**config.mk**
```make
export PLATFORM = sky130hd
export DESIGN_NAME = scsr_top
export DESIGN_NICKNAME = d
export VERILOG_FILES = /design/src/design/scsr_pkg.sv /design/src/design/scsr_top.sv
export SDC_FILE = /design/constraint.sdc
export NUM_CORES = 1
export LEC_CHECK = 0
export ABC_AREA = 1
export BUFFER_PORTS_ARGS = -buffer_cell sky130_fd_sc_hd__buf_2
export CAP_MARGIN = 15
export CORE_MARGIN = 8
export CORE_UTILIZATION = 30
export CTS_BUF_LIST = sky130_fd_sc_hd__clkbuf_16
export CTS_CLUSTER_SIZE = 16
export DETAILED_ROUTE_END_ITERATION = 8
export GPL_TIMING_DRIVEN = 1
export PLACE_DENSITY_LB_ADDON = 0.1
export SLEW_MARGIN = 20
export SYNTH_ARGS = -nofsm -noshare
export SYNTH_HDL_FRONTEND = slang
export SYNTH_SLANG_ARGS = --single-unit
```
**constraint.sdc**
```tcl
create_clock -name MCLK -period 3.3 [get_ports MCLK]
set_clock_uncertainty 0.1 [all_clocks]
set_input_delay 0 -clock MCLK [delete_from_list [all_inputs] [get_ports MCLK]]
set_output_delay 0 -clock MCLK [all_outputs]
set_load 0.05 [all_outputs]
```
**src/design/scsr_pkg.sv**
```systemverilog
/*
 * Shared constants and types for the spi control and status block:
 * register offsets, field positions, masks, reset values, divider
 * half-periods and the packed state record of the block.
 * Assumes a single 8-bit register port with a 3-bit word address.
 */
package scsr_pkg;

	// register offsets
	localparam logic [2:0] ADDR_CONTROL_A = 3'h0;
	localparam logic [2:0] ADDR_CONTROL_B = 3'h1;
	localparam logic [2:0] ADDR_INTERRUPT_ENABLES = 3'h2;
	localparam logic [2:0] ADDR_FLAGS = 3'h3;
	localparam logic [2:0] ADDR_DATA = 3'h4;

	// reset value, writable-bit masks and the normal-mode enables read mask
	localparam logic [7:0] REG_RESET = 8'h00;
	localparam logic [7:0] CONTROL_A_MASK = 8'h77;
	localparam logic [7:0] CONTROL_B_MASK = 8'hC7;
	localparam logic [7:0] INTERRUPT_ENABLES_MASK = 8'hF1;
	localparam logic [7:0] INTERRUPT_ENABLES_NORMAL_MASK = 8'h01;

	// control_a fields
	localparam int CA_ENABLE = 0;
	localparam int CA_CLOCK_DIVIDER_FIELD_LO = 1;
	localparam int CA_CLOCK_DIVIDER_FIELD_HI = 2;
	localparam int CA_CLOCK_DOUBLE = 4;
	localparam int CA_MASTER = 5;
	localparam int CA_BIT_ORDER = 6;

	// control_b fields
	localparam int CB_MODE_LO = 0;
	localparam int CB_MODE_HI = 1;
	localparam int CB_SELECT_IGNORE = 2;
	localparam int CB_WAIT_FOR_RECEIVE = 6;
	localparam int CB_BUFFERED = 7;

	// interrupt_enables fields
	localparam int IC_SINGLE = 0;
	localparam int IC_SELECT_TRIGGER = 4;
	localparam int IC_TX_EMPTY = 5;
	localparam int IC_TRANSFER_DONE = 6;
	localparam int IC_RECEIVE_DONE = 7;

	// flag layouts: normal and buffered
	localparam int FN_MAIN = 7;
	localparam int FN_WRITE_COLLISION = 6;
	localparam int FB_RECEIVE_DONE = 7;
	localparam int FB_TRANSFER_DONE = 6;
	localparam int FB_TX_EMPTY = 5;
	localparam int FB_SELECT_TRIGGER = 4;
	localparam int FB_OVERFLOW = 0;

	// divider encodings and half-periods in peripheral clocks
	localparam logic [1:0] DIVIDE_BY_FOUR = 2'h0;
	localparam logic [1:0] DIVIDE_BY_16 = 2'h1;
	localparam logic [1:0] DIVIDE_BY_64 = 2'h2;
	localparam logic [1:0] DIVIDE_BY_128 = 2'h3;
	localparam logic [6:0] HALF_DIVIDE_BY_FOUR = 7'h02;
	localparam logic [6:0] HALF_DIV16 = 7'h08;
	localparam logic [6:0] HALF_DIV64 = 7'h20;
	localparam logic [6:0] HALF_DIVIDE_BY_128 = 7'h40;

	// sixteen clock edges make one byte; receive queue holds two
	localparam logic [4:0] LAST_EDGE = 5'h0F;
	localparam logic [1:0] RX_FULL = 2'h2;

	typedef enum logic [0:0] {
		SCSR_IDLE,
		SCSR_RUN
	} scsr_phase_t;

	// complete state of the block, registered in one process
	typedef struct packed {
		logic [7:0] control_a;
		logic [7:0] control_b;
		logic [7:0] interrupt_enables;
		logic f_main;
		logic f_write_collision_flag;
		logic f_txdone;
		logic f_txempty;
		logic f_select;
		logic f_ovf;
		logic arm_main;
		logic arm_write_collision_flag;
		scsr_phase_t phase;
		logic [7:0] shreg;
		logic loaded;
		logic [7:0] txbuf;
		logic txfull;
		logic [7:0] rx_new;
		logic [7:0] rx_old;
		logic [1:0] rxcnt;
		logic [4:0] edges;
		logic [6:0] divcnt;
		logic sck;
		logic sdo;
		logic [2:0] sck_s;
		logic [2:0] mosi_s;
		logic [2:0] miso_s;
		logic [2:0] ss_s;
		logic sck_f;
		logic mosi_f;
		logic miso_f;
		logic ss_f;
		logic [7:0] rdata;
		logic irq;
		logic master_oe;
		logic miso_oe;
	} scsr_state_t;

endpackage

```
**src/design/scsr_top.sv**
```systemverilog
/*
 * Byte-wide spi peripheral with its control, configuration, interrupt
 * enable and flag registers; master or slave, normal or buffered mode.
 * Assumes one clock MCLK, synchronous active-high RESET, a register
 * port with single-cycle strobes, and pad logic that resolves the
 * three-signal pins (input, output, output enable) into wires.
 */
// What this block does
// bit order bit picks msb or lsb first
// select low demotes master, sets main flag (select flag when buffered)
// select ignore keeps master regardless of select
// clock double halves master half-period
// divider field gives 4,16,64,128 in master
// enable bit turns the peripheral on
// buffered mode adds queues and extra flags
// buffered without wait sends dummy first
// with wait, idle first write loads shifter
// mode field sets sample and setup edges
// clock idles at leading-edge opposite level
// buffered enables gate flags, else read zero
// normal mode single enable gates main flag
// main flag set after each full byte
// main flag cleared by ack or read-then-data
// data write during transfer sets collision
// collision cleared by flag read then data
// request held while flag and enable set
// third byte with full queue sets overflow
// tx empty set on move, cleared by write
// flag register layout follows buffered bit
// disabled: clock idles, nothing shifts
`timescale 1ns/1ps
module scsr_top (
	// clock and reset
	input wire logic MCLK,
	input wire logic RESET,
	// register port
	input wire logic [2:0] REG_ADDR,
	input wire logic [7:0] REG_WDATA,
	input wire logic REG_WR,
	input wire logic REG_RD,
	output logic [7:0] REG_RDATA,
	// interrupt
	output logic IRQ,
	input wire logic IRQ_ACK,
	// serial pins
	input wire logic SCK_I,
	output logic SCK_O,
	output logic SCK_OE,
	input wire logic MOSI_I,
	output logic MOSI_O,
	output logic MOSI_OE,
	input wire logic MISO_I,
	output logic MISO_O,
	output logic MISO_OE,
	// select pin and its port direction
	input wire logic SS_N_I,
	input wire logic SS_DIR_IN
);

	scsr_pkg::scsr_state_t q;
	scsr_pkg::scsr_state_t n;

	logic enabled;
	logic master;
	logic buffered_mode_on;
	logic cpha;
	logic cpol;
	logic outbit;
	logic sdi;
	logic receive_done_flag;
	logic data_access;
	logic edge_now;
	logic sample;
	logic done;
	logic start;
	logic [6:0] half;
	logic [7:0] flags_rd;

	// flag readback and decode helpers
	always_comb begin
		enabled = q.control_a[scsr_pkg::CA_ENABLE];
		master = q.control_a[scsr_pkg::CA_MASTER];
		buffered_mode_on = q.control_b[scsr_pkg::CB_BUFFERED];
		cpha = q.control_b[scsr_pkg::CB_MODE_LO];
		cpol = q.control_b[scsr_pkg::CB_MODE_HI];
		receive_done_flag = (q.rxcnt != 2'h0);
		// msb first when order bit is 0, lsb first when 1
		outbit = q.control_a[scsr_pkg::CA_BIT_ORDER] ?
			q.shreg[0] : q.shreg[7];
		// the far side launches master data on our own clock edges, and
		// the filter lags past the shortest half-period: take the pin
		sdi = master ? MISO_I : q.mosi_f;
		flags_rd = scsr_pkg::REG_RESET;
		// one offset, two layouts chosen by the buffered bit
		if (buffered_mode_on) begin
			flags_rd[scsr_pkg::FB_RECEIVE_DONE] = receive_done_flag;
			flags_rd[scsr_pkg::FB_TRANSFER_DONE] = q.f_txdone;
			flags_rd[scsr_pkg::FB_TX_EMPTY] = q.f_txempty;
			flags_rd[scsr_pkg::FB_SELECT_TRIGGER] = q.f_select;
			flags_rd[scsr_pkg::FB_OVERFLOW] = q.f_ovf;
		end else begin
			flags_rd[scsr_pkg::FN_MAIN] = q.f_main;
			flags_rd[scsr_pkg::FN_WRITE_COLLISION] = q.f_write_collision_flag;
		end
		// prescaler half-period, halved again by clock double
		case (q.control_a[scsr_pkg::CA_CLOCK_DIVIDER_FIELD_HI:scsr_pkg::CA_CLOCK_DIVIDER_FIELD_LO])
			scsr_pkg::DIVIDE_BY_FOUR: half = scsr_pkg::HALF_DIVIDE_BY_FOUR;
			scsr_pkg::DIVIDE_BY_16: half = scsr_pkg::HALF_DIV16;
			scsr_pkg::DIVIDE_BY_64: half = scsr_pkg::HALF_DIV64;
			scsr_pkg::DIVIDE_BY_128: half = scsr_pkg::HALF_DIVIDE_BY_128;
			default: half = scsr_pkg::HALF_DIVIDE_BY_FOUR;
		endcase
		if (q.control_a[scsr_pkg::CA_CLOCK_DOUBLE]) begin
			half = half >> 1;
		end
	end

	// next-state logic: register port first, hardware sets last so
	// an event in the same cycle as a clear is never lost
	always_comb begin
		n = q;
		edge_now = 1'b0;
		sample = 1'b0;
		done = 1'b0;
		start = 1'b0;
		data_access = (REG_WR || REG_RD) &&
			(REG_ADDR == scsr_pkg::ADDR_DATA);
		n.rdata = scsr_pkg::REG_RESET;

		// three-stage input filters: a level counts once the second and
		// third stages agree, which rejects single-cycle glitches
		n.sck_s = {q.sck_s[1:0], SCK_I};
		n.mosi_s = {q.mosi_s[1:0], MOSI_I};
		n.miso_s = {q.miso_s[1:0], MISO_I};
		n.ss_s = {q.ss_s[1:0], SS_N_I};
		if (q.sck_s[1] == q.sck_s[2]) begin
			n.sck_f = q.sck_s[2];
		end
		if (q.mosi_s[1] == q.mosi_s[2]) begin
			n.mosi_f = q.mosi_s[2];
		end
		if (q.miso_s[1] == q.miso_s[2]) begin
			n.miso_f = q.miso_s[2];
		end
		if (q.ss_s[1] == q.ss_s[2]) begin
			n.ss_f = q.ss_s[2];
		end

		// a data access clears the flags armed by an earlier flag read
		if (data_access) begin
			if (q.arm_main) begin
				n.f_main = 1'b0;
			end
			if (q.arm_write_collision_flag) begin
				n.f_write_collision_flag = 1'b0;
			end
			n.arm_main = 1'b0;
			n.arm_write_collision_flag = 1'b0;
		end
		if (IRQ_ACK) begin
			n.f_main = 1'b0;
		end

		// register writes
		if (REG_WR) begin
			case (REG_ADDR)
				scsr_pkg::ADDR_CONTROL_A: begin
					n.control_a = REG_WDATA & scsr_pkg::CONTROL_A_MASK;
				end
				scsr_pkg::ADDR_CONTROL_B: begin
					n.control_b = REG_WDATA & scsr_pkg::CONTROL_B_MASK;
				end
				scsr_pkg::ADDR_INTERRUPT_ENABLES: begin
					n.interrupt_enables = REG_WDATA & scsr_pkg::INTERRUPT_ENABLES_MASK;
				end
				scsr_pkg::ADDR_FLAGS: begin
					// write-one-to-clear in the buffered layout only
					if (buffered_mode_on) begin
						if (REG_WDATA[scsr_pkg::FB_TRANSFER_DONE]) begin
							n.f_txdone = 1'b0;
						end
						if (REG_WDATA[scsr_pkg::FB_SELECT_TRIGGER]) begin
							n.f_select = 1'b0;
						end
						if (REG_WDATA[scsr_pkg::FB_RECEIVE_DONE]) begin
							n.rxcnt = 2'h0;
						end
					end
				end
				scsr_pkg::ADDR_DATA: begin
					if (!buffered_mode_on) begin
						// busy shifter: the write is dropped
						if (q.phase == scsr_pkg::SCSR_RUN) begin
							n.f_write_collision_flag = 1'b1;
						end else begin
							n.shreg = REG_WDATA;
							n.loaded = 1'b1;
						end
					end else begin
						n.f_txempty = 1'b0;
						if (q.control_b[scsr_pkg::CB_WAIT_FOR_RECEIVE] && enabled &&
							q.ss_f && q.phase == scsr_pkg::SCSR_IDLE &&
							!q.loaded && !q.txfull) begin
							n.shreg = REG_WDATA;
							n.loaded = 1'b1;
						end else if (!q.txfull) begin
							n.txbuf = REG_WDATA;
							n.txfull = 1'b1;
						end
					end
				end
				default: begin
				end
			endcase
		end

		// register reads; data stands for one cycle only
		if (REG_RD) begin
			case (REG_ADDR)
				scsr_pkg::ADDR_CONTROL_A: n.rdata = q.control_a;
				scsr_pkg::ADDR_CONTROL_B: n.rdata = q.control_b;
				scsr_pkg::ADDR_INTERRUPT_ENABLES: begin
					// buffered enables read as zero outside buffered mode
					n.rdata = buffered_mode_on ? q.interrupt_enables :
						(q.interrupt_enables & scsr_pkg::INTERRUPT_ENABLES_NORMAL_MASK);
				end
				scsr_pkg::ADDR_FLAGS: begin
					n.rdata = flags_rd;
					if (!buffered_mode_on) begin
						n.arm_main = q.f_main;
						n.arm_write_collision_flag = q.f_write_collision_flag;
					end
				end
				scsr_pkg::ADDR_DATA: begin
					if (buffered_mode_on) begin
						// oldest byte out, newer one moves up
						n.rdata = q.rx_old;
						n.rx_old = q.rx_new;
						n.f_ovf = 1'b0;
						if (q.rxcnt != 2'h0) begin
							n.rxcnt = q.rxcnt - 2'h1;
						end
					end else begin
						n.rdata = q.shreg;
					end
				end
				default: n.rdata = scsr_pkg::REG_RESET;
			endcase
		end

		// select low on an input pin demotes a master unless ignored
		if (enabled && master && SS_DIR_IN && !q.ss_f &&
			!q.control_b[scsr_pkg::CB_SELECT_IGNORE]) begin
			n.control_a[scsr_pkg::CA_MASTER] = 1'b0;
			if (buffered_mode_on) begin
				n.f_select = 1'b1;
			end else begin
				n.f_main = 1'b1;
			end
			n.phase = scsr_pkg::SCSR_IDLE;
			n.edges = 5'h00;
			n.sck = cpol;
		end else if (!enabled) begin
			// off: clock parked at idle level, shifter frozen
			n.phase = scsr_pkg::SCSR_IDLE;
			n.edges = 5'h00;
			n.divcnt = 7'h00;
			n.sck = cpol;
		end else if (master) begin
			case (q.phase)
				scsr_pkg::SCSR_IDLE: begin
					n.sck = cpol;
					// buffered, no wait: a queued byte starts a dummy
					start = q.loaded || (buffered_mode_on && q.txfull);
					if (start) begin
						n.phase = scsr_pkg::SCSR_RUN;
						n.edges = 5'h00;
						n.divcnt = 7'h00;
						if (!cpha) begin
							n.sdo = outbit;
						end
					end
				end
				scsr_pkg::SCSR_RUN: begin
					n.divcnt = q.divcnt + 7'h01;
					if (q.divcnt + 7'h01 >= half) begin
						n.divcnt = 7'h00;
						n.sck = ~q.sck;
						edge_now = 1'b1;
					end
				end
				default: n.phase = scsr_pkg::SCSR_IDLE;
			endcase
		end else begin
			// slave: select high halts and resynchronises the counter
			n.divcnt = 7'h00;
			n.sck = cpol;
			if (q.ss_f) begin
				n.phase = scsr_pkg::SCSR_IDLE;
				n.edges = 5'h00;
			end else begin
				n.phase = scsr_pkg::SCSR_RUN;
				if (!cpha && q.edges == 5'h00) begin
					n.sdo = outbit;
				end
				if (n.sck_f != q.sck_f) begin
					edge_now = 1'b1;
				end
			end
		end

		// edge action: even edges lead; mode 0 and 2 sample on leading
		if (edge_now) begin
			sample = (q.edges[0] == cpha);
			if (sample) begin
				if (q.control_a[scsr_pkg::CA_BIT_ORDER]) begin
					n.shreg = {sdi, q.shreg[7:1]};
				end else begin
					n.shreg = {q.shreg[6:0], sdi};
				end
			end else begin
				n.sdo = outbit;
			end
			n.edges = q.edges + 5'h01;
			if (q.edges == scsr_pkg::LAST_EDGE) begin
				done = 1'b1;
				n.edges = 5'h00;
				if (master) begin
					n.phase = scsr_pkg::SCSR_IDLE;
				end
			end
		end

		// byte complete
		if (done) begin
			n.loaded = 1'b0;
			if (!buffered_mode_on) begin
				n.f_main = 1'b1;
			end else begin
				// queue full: the new byte is lost and flagged
				if (q.rxcnt == scsr_pkg::RX_FULL) begin
					n.f_ovf = 1'b1;
				end else if (n.rxcnt == 2'h0) begin
					n.rx_old = n.shreg;
					n.rxcnt = 2'h1;
				end else begin
					n.rx_new = n.shreg;
					n.rxcnt = scsr_pkg::RX_FULL;
				end
				if (n.txfull) begin
					n.shreg = n.txbuf;
					n.txfull = 1'b0;
					n.loaded = 1'b1;
					n.f_txempty = 1'b1;
				end else begin
					n.f_txdone = 1'b1;
				end
			end
		end

		// request stands while any enabled flag stands
		if (n.control_b[scsr_pkg::CB_BUFFERED]) begin
			n.irq = (n.interrupt_enables[scsr_pkg::IC_RECEIVE_DONE] &&
				n.rxcnt != 2'h0) ||
				(n.interrupt_enables[scsr_pkg::IC_TRANSFER_DONE] && n.f_txdone) ||
				(n.interrupt_enables[scsr_pkg::IC_TX_EMPTY] && n.f_txempty) ||
				(n.interrupt_enables[scsr_pkg::IC_SELECT_TRIGGER] &&
				n.f_select);
		end else begin
			n.irq = n.interrupt_enables[scsr_pkg::IC_SINGLE] && n.f_main;
		end

		// pin drivers
		n.master_oe = n.control_a[scsr_pkg::CA_ENABLE] &&
			n.control_a[scsr_pkg::CA_MASTER];
		n.miso_oe = n.control_a[scsr_pkg::CA_ENABLE] &&
			!n.control_a[scsr_pkg::CA_MASTER] && !n.ss_f;
	end

	// the single state register
	always_ff @(posedge MCLK) begin
		if (RESET) begin
			q <= '0;
		end else begin
			q <= n;
		end
	end

	// outputs straight from the state register
	assign REG_RDATA = q.rdata;
	assign IRQ = q.irq;
	assign SCK_O = q.sck;
	assign SCK_OE = q.master_oe;
	assign MOSI_O = q.sdo;
	assign MOSI_OE = q.master_oe;
	assign MISO_O = q.sdo;
	assign MISO_OE = q.miso_oe;

endmodule

```
=== Yosys cells after proc, flatten, opt, wreduce, memory -nomap -nowiden ===
Cells that the tools add are included.

* Bits in registers: 98
* Bits in latches: 0
* Memory bits (writable): 0
* ROM bits: 0
* Bits of input ports: 21
* Output and inout port bits: 15
* Memories kept: 0

* Add/subtract/negate cells: 3
* Multipliers: 0
* Divide/modulo/power cells: 0
* $lt $le $gt $ge: 1
* Equality and inequality tests: 21
* Shift-type cells: 0
* Mux-type cells: 118
* Bitwise logic cells: 6
* Reduce and logical (&&, ||, !) cells: 47

{| class="wikitable"
|+ Operators with widths
! kind !! number
|-
| 9-bit two-way mux || 10
|-
| 8-bit two-way mux || 9
|-
| 1-bit two-way mux || 61
|-
| 18-bit two-way mux || 3
|-
| 8-bit case mux with 5 select lines || 1
|-
| 19-bit two-way mux || 2
|-
| 10-bit two-way mux || 3
|-
| 2-bit two-way mux || 14
|-
| 7-bit case mux with 4 select lines || 1
|-
| 5-bit two-way mux || 5
|-
| 22-bit two-way mux || 1
|-
| 1-bit logical AND || 20
|-
| 8-bit case mux with 2 select lines || 1
|-
| 14-bit two-way mux || 1
|-
| 13-bit two-way mux || 1
|-
| 12-bit two-way mux || 1
|-
| 5-bit by 2-bit != test with 1-bit output, second input constant || 2
|-
| 5-bit by 3-bit != test with 1-bit output, second input constant || 2
|-
| 4-bit AND reduction || 2
|-
| 2-bit nonzero test || 4
|-
| 7-bit by 1-bit adder with 7-bit output, second input constant || 1
|-
| 7-bit greater-or-equal comparator || 1
|-
| 1-bit zero test || 7
|-
| 7-bit two-way mux || 1
|-
| other kinds (23) || 42
|}

=== Logic depth before layout (Yosys ltp) ===
* Depth in word-level cells: 21
* Mapped depth: 19

=== Worst setup path before layout ===
No wires, ideal clock.

* Kind: flip-flop to flip-flop
* Start: reg q[29] (netlist name)
* End: reg q (netlist bit IRQ)
* Arrival time: 2.448 ns
* Data required time: 3.091 ns
* Path slack: 0.644 ns
* Cell stages (with the launch flop): 20
* Path buffers: 1
* Period minus slack after synthesis: 2.656 ns
* Cells stage by stage: dfxtp_1 -> ha_1 -> nand3_1 -> nand3b_1 -> xnor2_1 -> ha_1 -> nand2_1 -> nor2_1 -> nand2_1 -> nand2_1 -> nand2_1 -> a21oi_4 -> nand2_4 -> buf_8 -> nand2_4 -> nand2_1 -> nand2_1 -> nand3_1 -> nand2_1 -> inv_1

* Word-level cells in the longest chain between the ends: 15
* Elaborated cells between the ends (all ways): 20

{| class="wikitable"
|+ Ends and longest elaborated chain
! element !! RTL line !! RTL
|-
| start, declared || scsr_top.sv:60 || <nowiki>scsr_pkg::scsr_state_t q;</nowiki>
|-
| start signal, assigned || scsr_top.sv:385 || <nowiki>q <= n;</nowiki>
|-
| 7-bit by 1-bit adder with 7-bit output * || scsr_top.sv:286 || <nowiki>if (q.divcnt + 7'h01 >= half) begin</nowiki>
|-
| 7-bit greater-or-equal comparator * || scsr_top.sv:286 ||
|-
| 1-bit two-way mux * || scsr_top.sv:286 ||
|-
| 1-bit two-way mux * || scsr_top.sv:270 || <nowiki>case (q.phase)</nowiki>
|-
| 1-bit two-way mux * || scsr_top.sv:269 || <nowiki>end else if (master) begin</nowiki>
|-
| 1-bit two-way mux * || scsr_top.sv:263 || <nowiki>end else if (!enabled) begin</nowiki>
|-
| 1-bit two-way mux * || scsr_top.sv:252 || <nowiki>if (enabled && master && SS_DIR_IN && !q.ss_f &&</nowiki>
|-
| 1-bit two-way mux * || scsr_top.sv:313 || <nowiki>if (edge_now) begin</nowiki>
|-
| 19-bit two-way mux || scsr_top.sv:335 || <nowiki>if (done) begin</nowiki>
|-
| 2-bit nonzero test || scsr_top.sv:364 || <nowiki>n.rxcnt != 2'h0) ||</nowiki>
|-
| 1-bit logical AND || scsr_top.sv:363 || <nowiki>n.irq = (n.interrupt_enables[scsr_pkg::IC_RECEIVE_DONE] &&</nowiki>
|-
| 1-bit logical OR || scsr_top.sv:364 ||
|-
| 1-bit logical OR || scsr_top.sv:365 || <nowiki>(n.interrupt_enables[scsr_pkg::IC_TRANSFER_DONE] && n.f_txdone) ||</nowiki>
|-
| 1-bit logical OR || scsr_top.sv:366 || <nowiki>(n.interrupt_enables[scsr_pkg::IC_TX_EMPTY] && n.f_txempty) ||</nowiki>
|-
| 1-bit two-way mux * || scsr_top.sv:362 || <nowiki>if (n.control_b[scsr_pkg::CB_BUFFERED]) begin</nowiki>
|}

Mark *: on every way between the ends. The rest lies on a longest branch, timed or not.
A chain may end at the register's enable or synchronous reset.

=== Worst setup path after layout ===
* Start: reg q[29] (netlist name)
* End: reg q[73] (netlist name)

* Word-level cells in the longest chain between the ends: 11
* Elaborated cells between the ends (all ways): 12

{| class="wikitable"
|+ Ends and longest elaborated chain
! element !! RTL line !! RTL
|-
| 7-bit by 1-bit adder with 7-bit output * || scsr_top.sv:286 ||
|-
| 7-bit greater-or-equal comparator * || scsr_top.sv:286 ||
|-
| 1-bit two-way mux * || scsr_top.sv:286 ||
|-
| 1-bit two-way mux * || scsr_top.sv:270 ||
|-
| 1-bit two-way mux * || scsr_top.sv:269 ||
|-
| 1-bit two-way mux * || scsr_top.sv:263 ||
|-
| 1-bit two-way mux * || scsr_top.sv:252 ||
|-
| 9-bit two-way mux || scsr_top.sv:313 ||
|-
| 9-bit two-way mux || scsr_top.sv:350 || <nowiki>if (n.txfull) begin</nowiki>
|-
| 9-bit two-way mux || scsr_top.sv:337 || <nowiki>if (!buffered_mode_on) begin</nowiki>
|-
| 9-bit two-way mux * || scsr_top.sv:335 ||
|}

Marked as above.

==> flow_summary.yaml <==
synth:
  synthFlopType: "dfxtp_1"
  ys_seq_area_share_pct: 38.8
  ys_types: 46
  yosys_warnings: 0
  ys_async_sr_fraction_pct: 0
  syn_avg_cell_area_um2: 6.83
  syn-num-nets: 772
  synth_area_um2: 5060
  synth_edf_count: 0
  synth_seq_cells: 98
  syn_inst: 741
global_route:
  gr-total-overflow: 0
  grtUsageTotal_pct: 14.6
  grt_pass1_vias: 4534
  antenna_found_initial: 0
  grt_max_degree: 39
  grt_pass1_wl_um: 24500
floorplan:
  dieArea_um2: 21300
  core_um2: 16500
  ioPinCount: 36
  rows: 47
  fp.dieW_um: 146
  start_util_pct: 30.6
  die_h_um: 146
critical_path:
  worst_r2r_path_depth: 15
  rr_endpoint: "q[73]"
  cp_cell_sequence: "ha_1 -> nand3_1 -> nand3b_1 -> xnor2_1 -> ha_1 -> nand2_1 -> nor2_1 -> nand2_1 -> nand2_1 -> nand2_1 -> a21oi_4 -> nand2_8 -> nor3_4 -> o21ai_0 -> nor2_1"
  regToRegSetupSlack_ns: 0.21
  crit_start: "q[29]"
  end_kind: "register"
  criticalPathCategory: "register to register"
  critPathRequiredTime_ns: 3.49
  cp_common_cell: "nand2_1"
  reg2reg_from: "q[29]"
  arrival_ns: 3.28
  slowest_stage: "dfxtp_1"
  endpoint: "q[73]"
  cp-start-kind: "register"
  slowest_delay_ns: 0.39
  cp_max_fo: 15
final_layout:
  largest_reg_flops: 74
  nFillCells: 1804
  multi_input_area_um2: 2530
  area_growth_syn_to_layout_pct: 16.7
  top_register: "q"
  postLayoutCellArea_um2: 5910
  diodes: 0
  nNetsFinal: 815
  ff_latch_area_um2: 1960
  layout-drive-gt1-share_pct: 10.9
route:
  post_drt_via_cell_ratio: 4.71
  drc: 0
  wl_per_cell_um: 15.1
  vias: 4754
  drt_iter0_drc: 343
  ant_nets: 0
  first_pass_iters: 5
  wirelength_um: 15300
worst_hold_path:
  worstHoldStart: "REG_ADDR[0]"
  min_path_type: "input pin to register"
  min_path_cells: 4
timing:
  max_freq_mhz: 324
  fin_crit_sh_pct: 93.6
  holdWs_ns: 0.00475
  finalSetupViolCount: 0
  tightest_slew_ns: 1.05
  relSlewSlack_pct: 29.6
  maxSlewViolCount: 0
  finalCriticalPeriod_ns: 3.09
  hold_viol: 0
clock_network:
  clk_latency_ns: 0.36
  cts_tree: "built"
  clkSinkCount: 98
  clock_path_buffers: 2
  cts_buffers: 9
  root_buffer: "clkbuf_16"
  ctsHtreeMaxLevel: 3
  clk_pin_slew_ns: 0.07
power:
  p_leak_nw: 2.69
  vdd.ir_drop.worst_v: 0.000251
  powerDensity_nw_per_um2: 423
  total_power_mw: 2.50
placed_design:
  hpwl_um: 11600
  portBuffers: 35
  place_area_um2: 5380
  gp_congestion: 0.859
job:
  maxCapViolations: 0
run_status:
  status: "completed"
[critical path: cells and delay by family, from the launching register on]
kind                     cells  cell delay (ns)
XOR/XNOR                     1             0.15
AND/OR/NAND/NOR             10             1.41
adder cells (fa/ha/maj)      2             0.51
AO/OA/AOI/OAI                2             0.46
flip-flops                   1             0.39
[report_power, final]
part | leakage, nW | internal, mW | switching [mW]
Clock | 0.147 | 0.600 | 0.504
Combinational | 1.75 | 0.0581 | 0.121
Sequential | 0.793 | 1.20 | 0.0155
Total | 2.69 | 1.86 | 0.640
[cell type report]
cell class                      instances  area share [%]
Multi-Input combinational cell        503            42.9
Sequential cell                        98            33.2
Inverter                              112            7.14
Timing Repair Buffer                   60            6.91
Tap cell                              220            4.66
Clock buffer                            9            3.81
Clock inverter                          7            1.38
[metal layers]
layer  vias to the layer above  GRT usage (%)  share of wire, %  routed length, um
li1                       2459              -                 -                  -
met1                      2164           20.4                51               7830
met2                       115           21.6                42               6480
met3                        16           2.80               4.4                671
met4                         0           5.21               1.8                278
met5                         -              0                 0                  0
[kinds of logic (layout without fill, tap and decap cells)]
group	after synthesis	after routing	share of synthesized area, %
simple gates	314	314	27.6
mux	1	1	0.198
fa+ha+maj	10	10	2.47
xor+xnor	7	7	1.21
compound gates	171	171	18.2
flops	98	98	38.8
buf+inv	140	188	11.4
[what timing repair did]
item | 4_1_cts | 5_1_grt
endpoints found under the hold margin | 41 | 0
hold buffers | 18 | 0
endpoints found under the setup margin | 0 | 14
gates resized for setup | 0 | 2
buffers inserted | 0 | 3
[cell usage in the layout (no fill, tap or decap), types with 3 or more instances in the layout]
| master | count |
|---|---|
| nand2_1 | 165 |
| inv_1 | 107 |
| dfxtp_1 | 98 |
| o21ai_0 | 84 |
| nor2_1 | 77 |
| a21oi_1 | 62 |
| buf_2 | 35 |
| nand3_1 | 28 |
| dlygate4sd3_1 | 18 |
| nor3_1 | 14 |
| ha_1 | 10 |
| clkbuf_16 | 9 |
| buf_4 | 7 |
| xor2_1 | 4 |
| a211oi_1 | 4 |
| nor2_4 | 4 |
| nand4_1 | 4 |
| inv_6 | 4 |
| xnor2_1 | 3 |
| nor3_2 | 3 |
| nand2_4 | 3 |
| nand2_2 | 3 |
| o21ai_1 | 3 |
| a221oi_1 | 3 |
| o22ai_1 | 3 |
[metrics by stage]
step | setup slack, ns | std cells | util (%) | setup TNS, ns
after floorplan | 0.644 | 741 | - | 0
after global placement | 0.138 | 972 | 32.6 | 0
after detailed placement | 0.137 | 972 | 32.6 | 0
after CTS | 0.0939 | 1006 | 35.5 | 0
after global routing | -0.00144 | 1009 | 35.7 | -0.00144
final | 0.210 | 1009 | 35.7 | 0
[cell usage after synthesis (4+ instances only)]
master	count	area, um2
a211oi_1	4	30.0
a21oi_1	62	310
buf_4	10	75.1
clkbuf_1	12	45.0
dfxtp_1	98	1960
ha_1	10	125
inv_1	108	405
nand2_1	165	619
nand2_4	4	45.0
nand3_1	28	140
nand4_1	4	25.0
nor2_1	77	289
nor3_1	14	70.1
o21ai_0	84	420
xor2_1	4	35.0
[worst min path at each step]
stage	endpoint
final	REG_RDATA[3]
after global placement	n[16]
after global routing	REG_RDATA[3]
after detailed placement	n[16]
after floorplan	buffered_mode_on
after CTS	REG_RDATA[3]
Power figures use the tool's default switching activity.
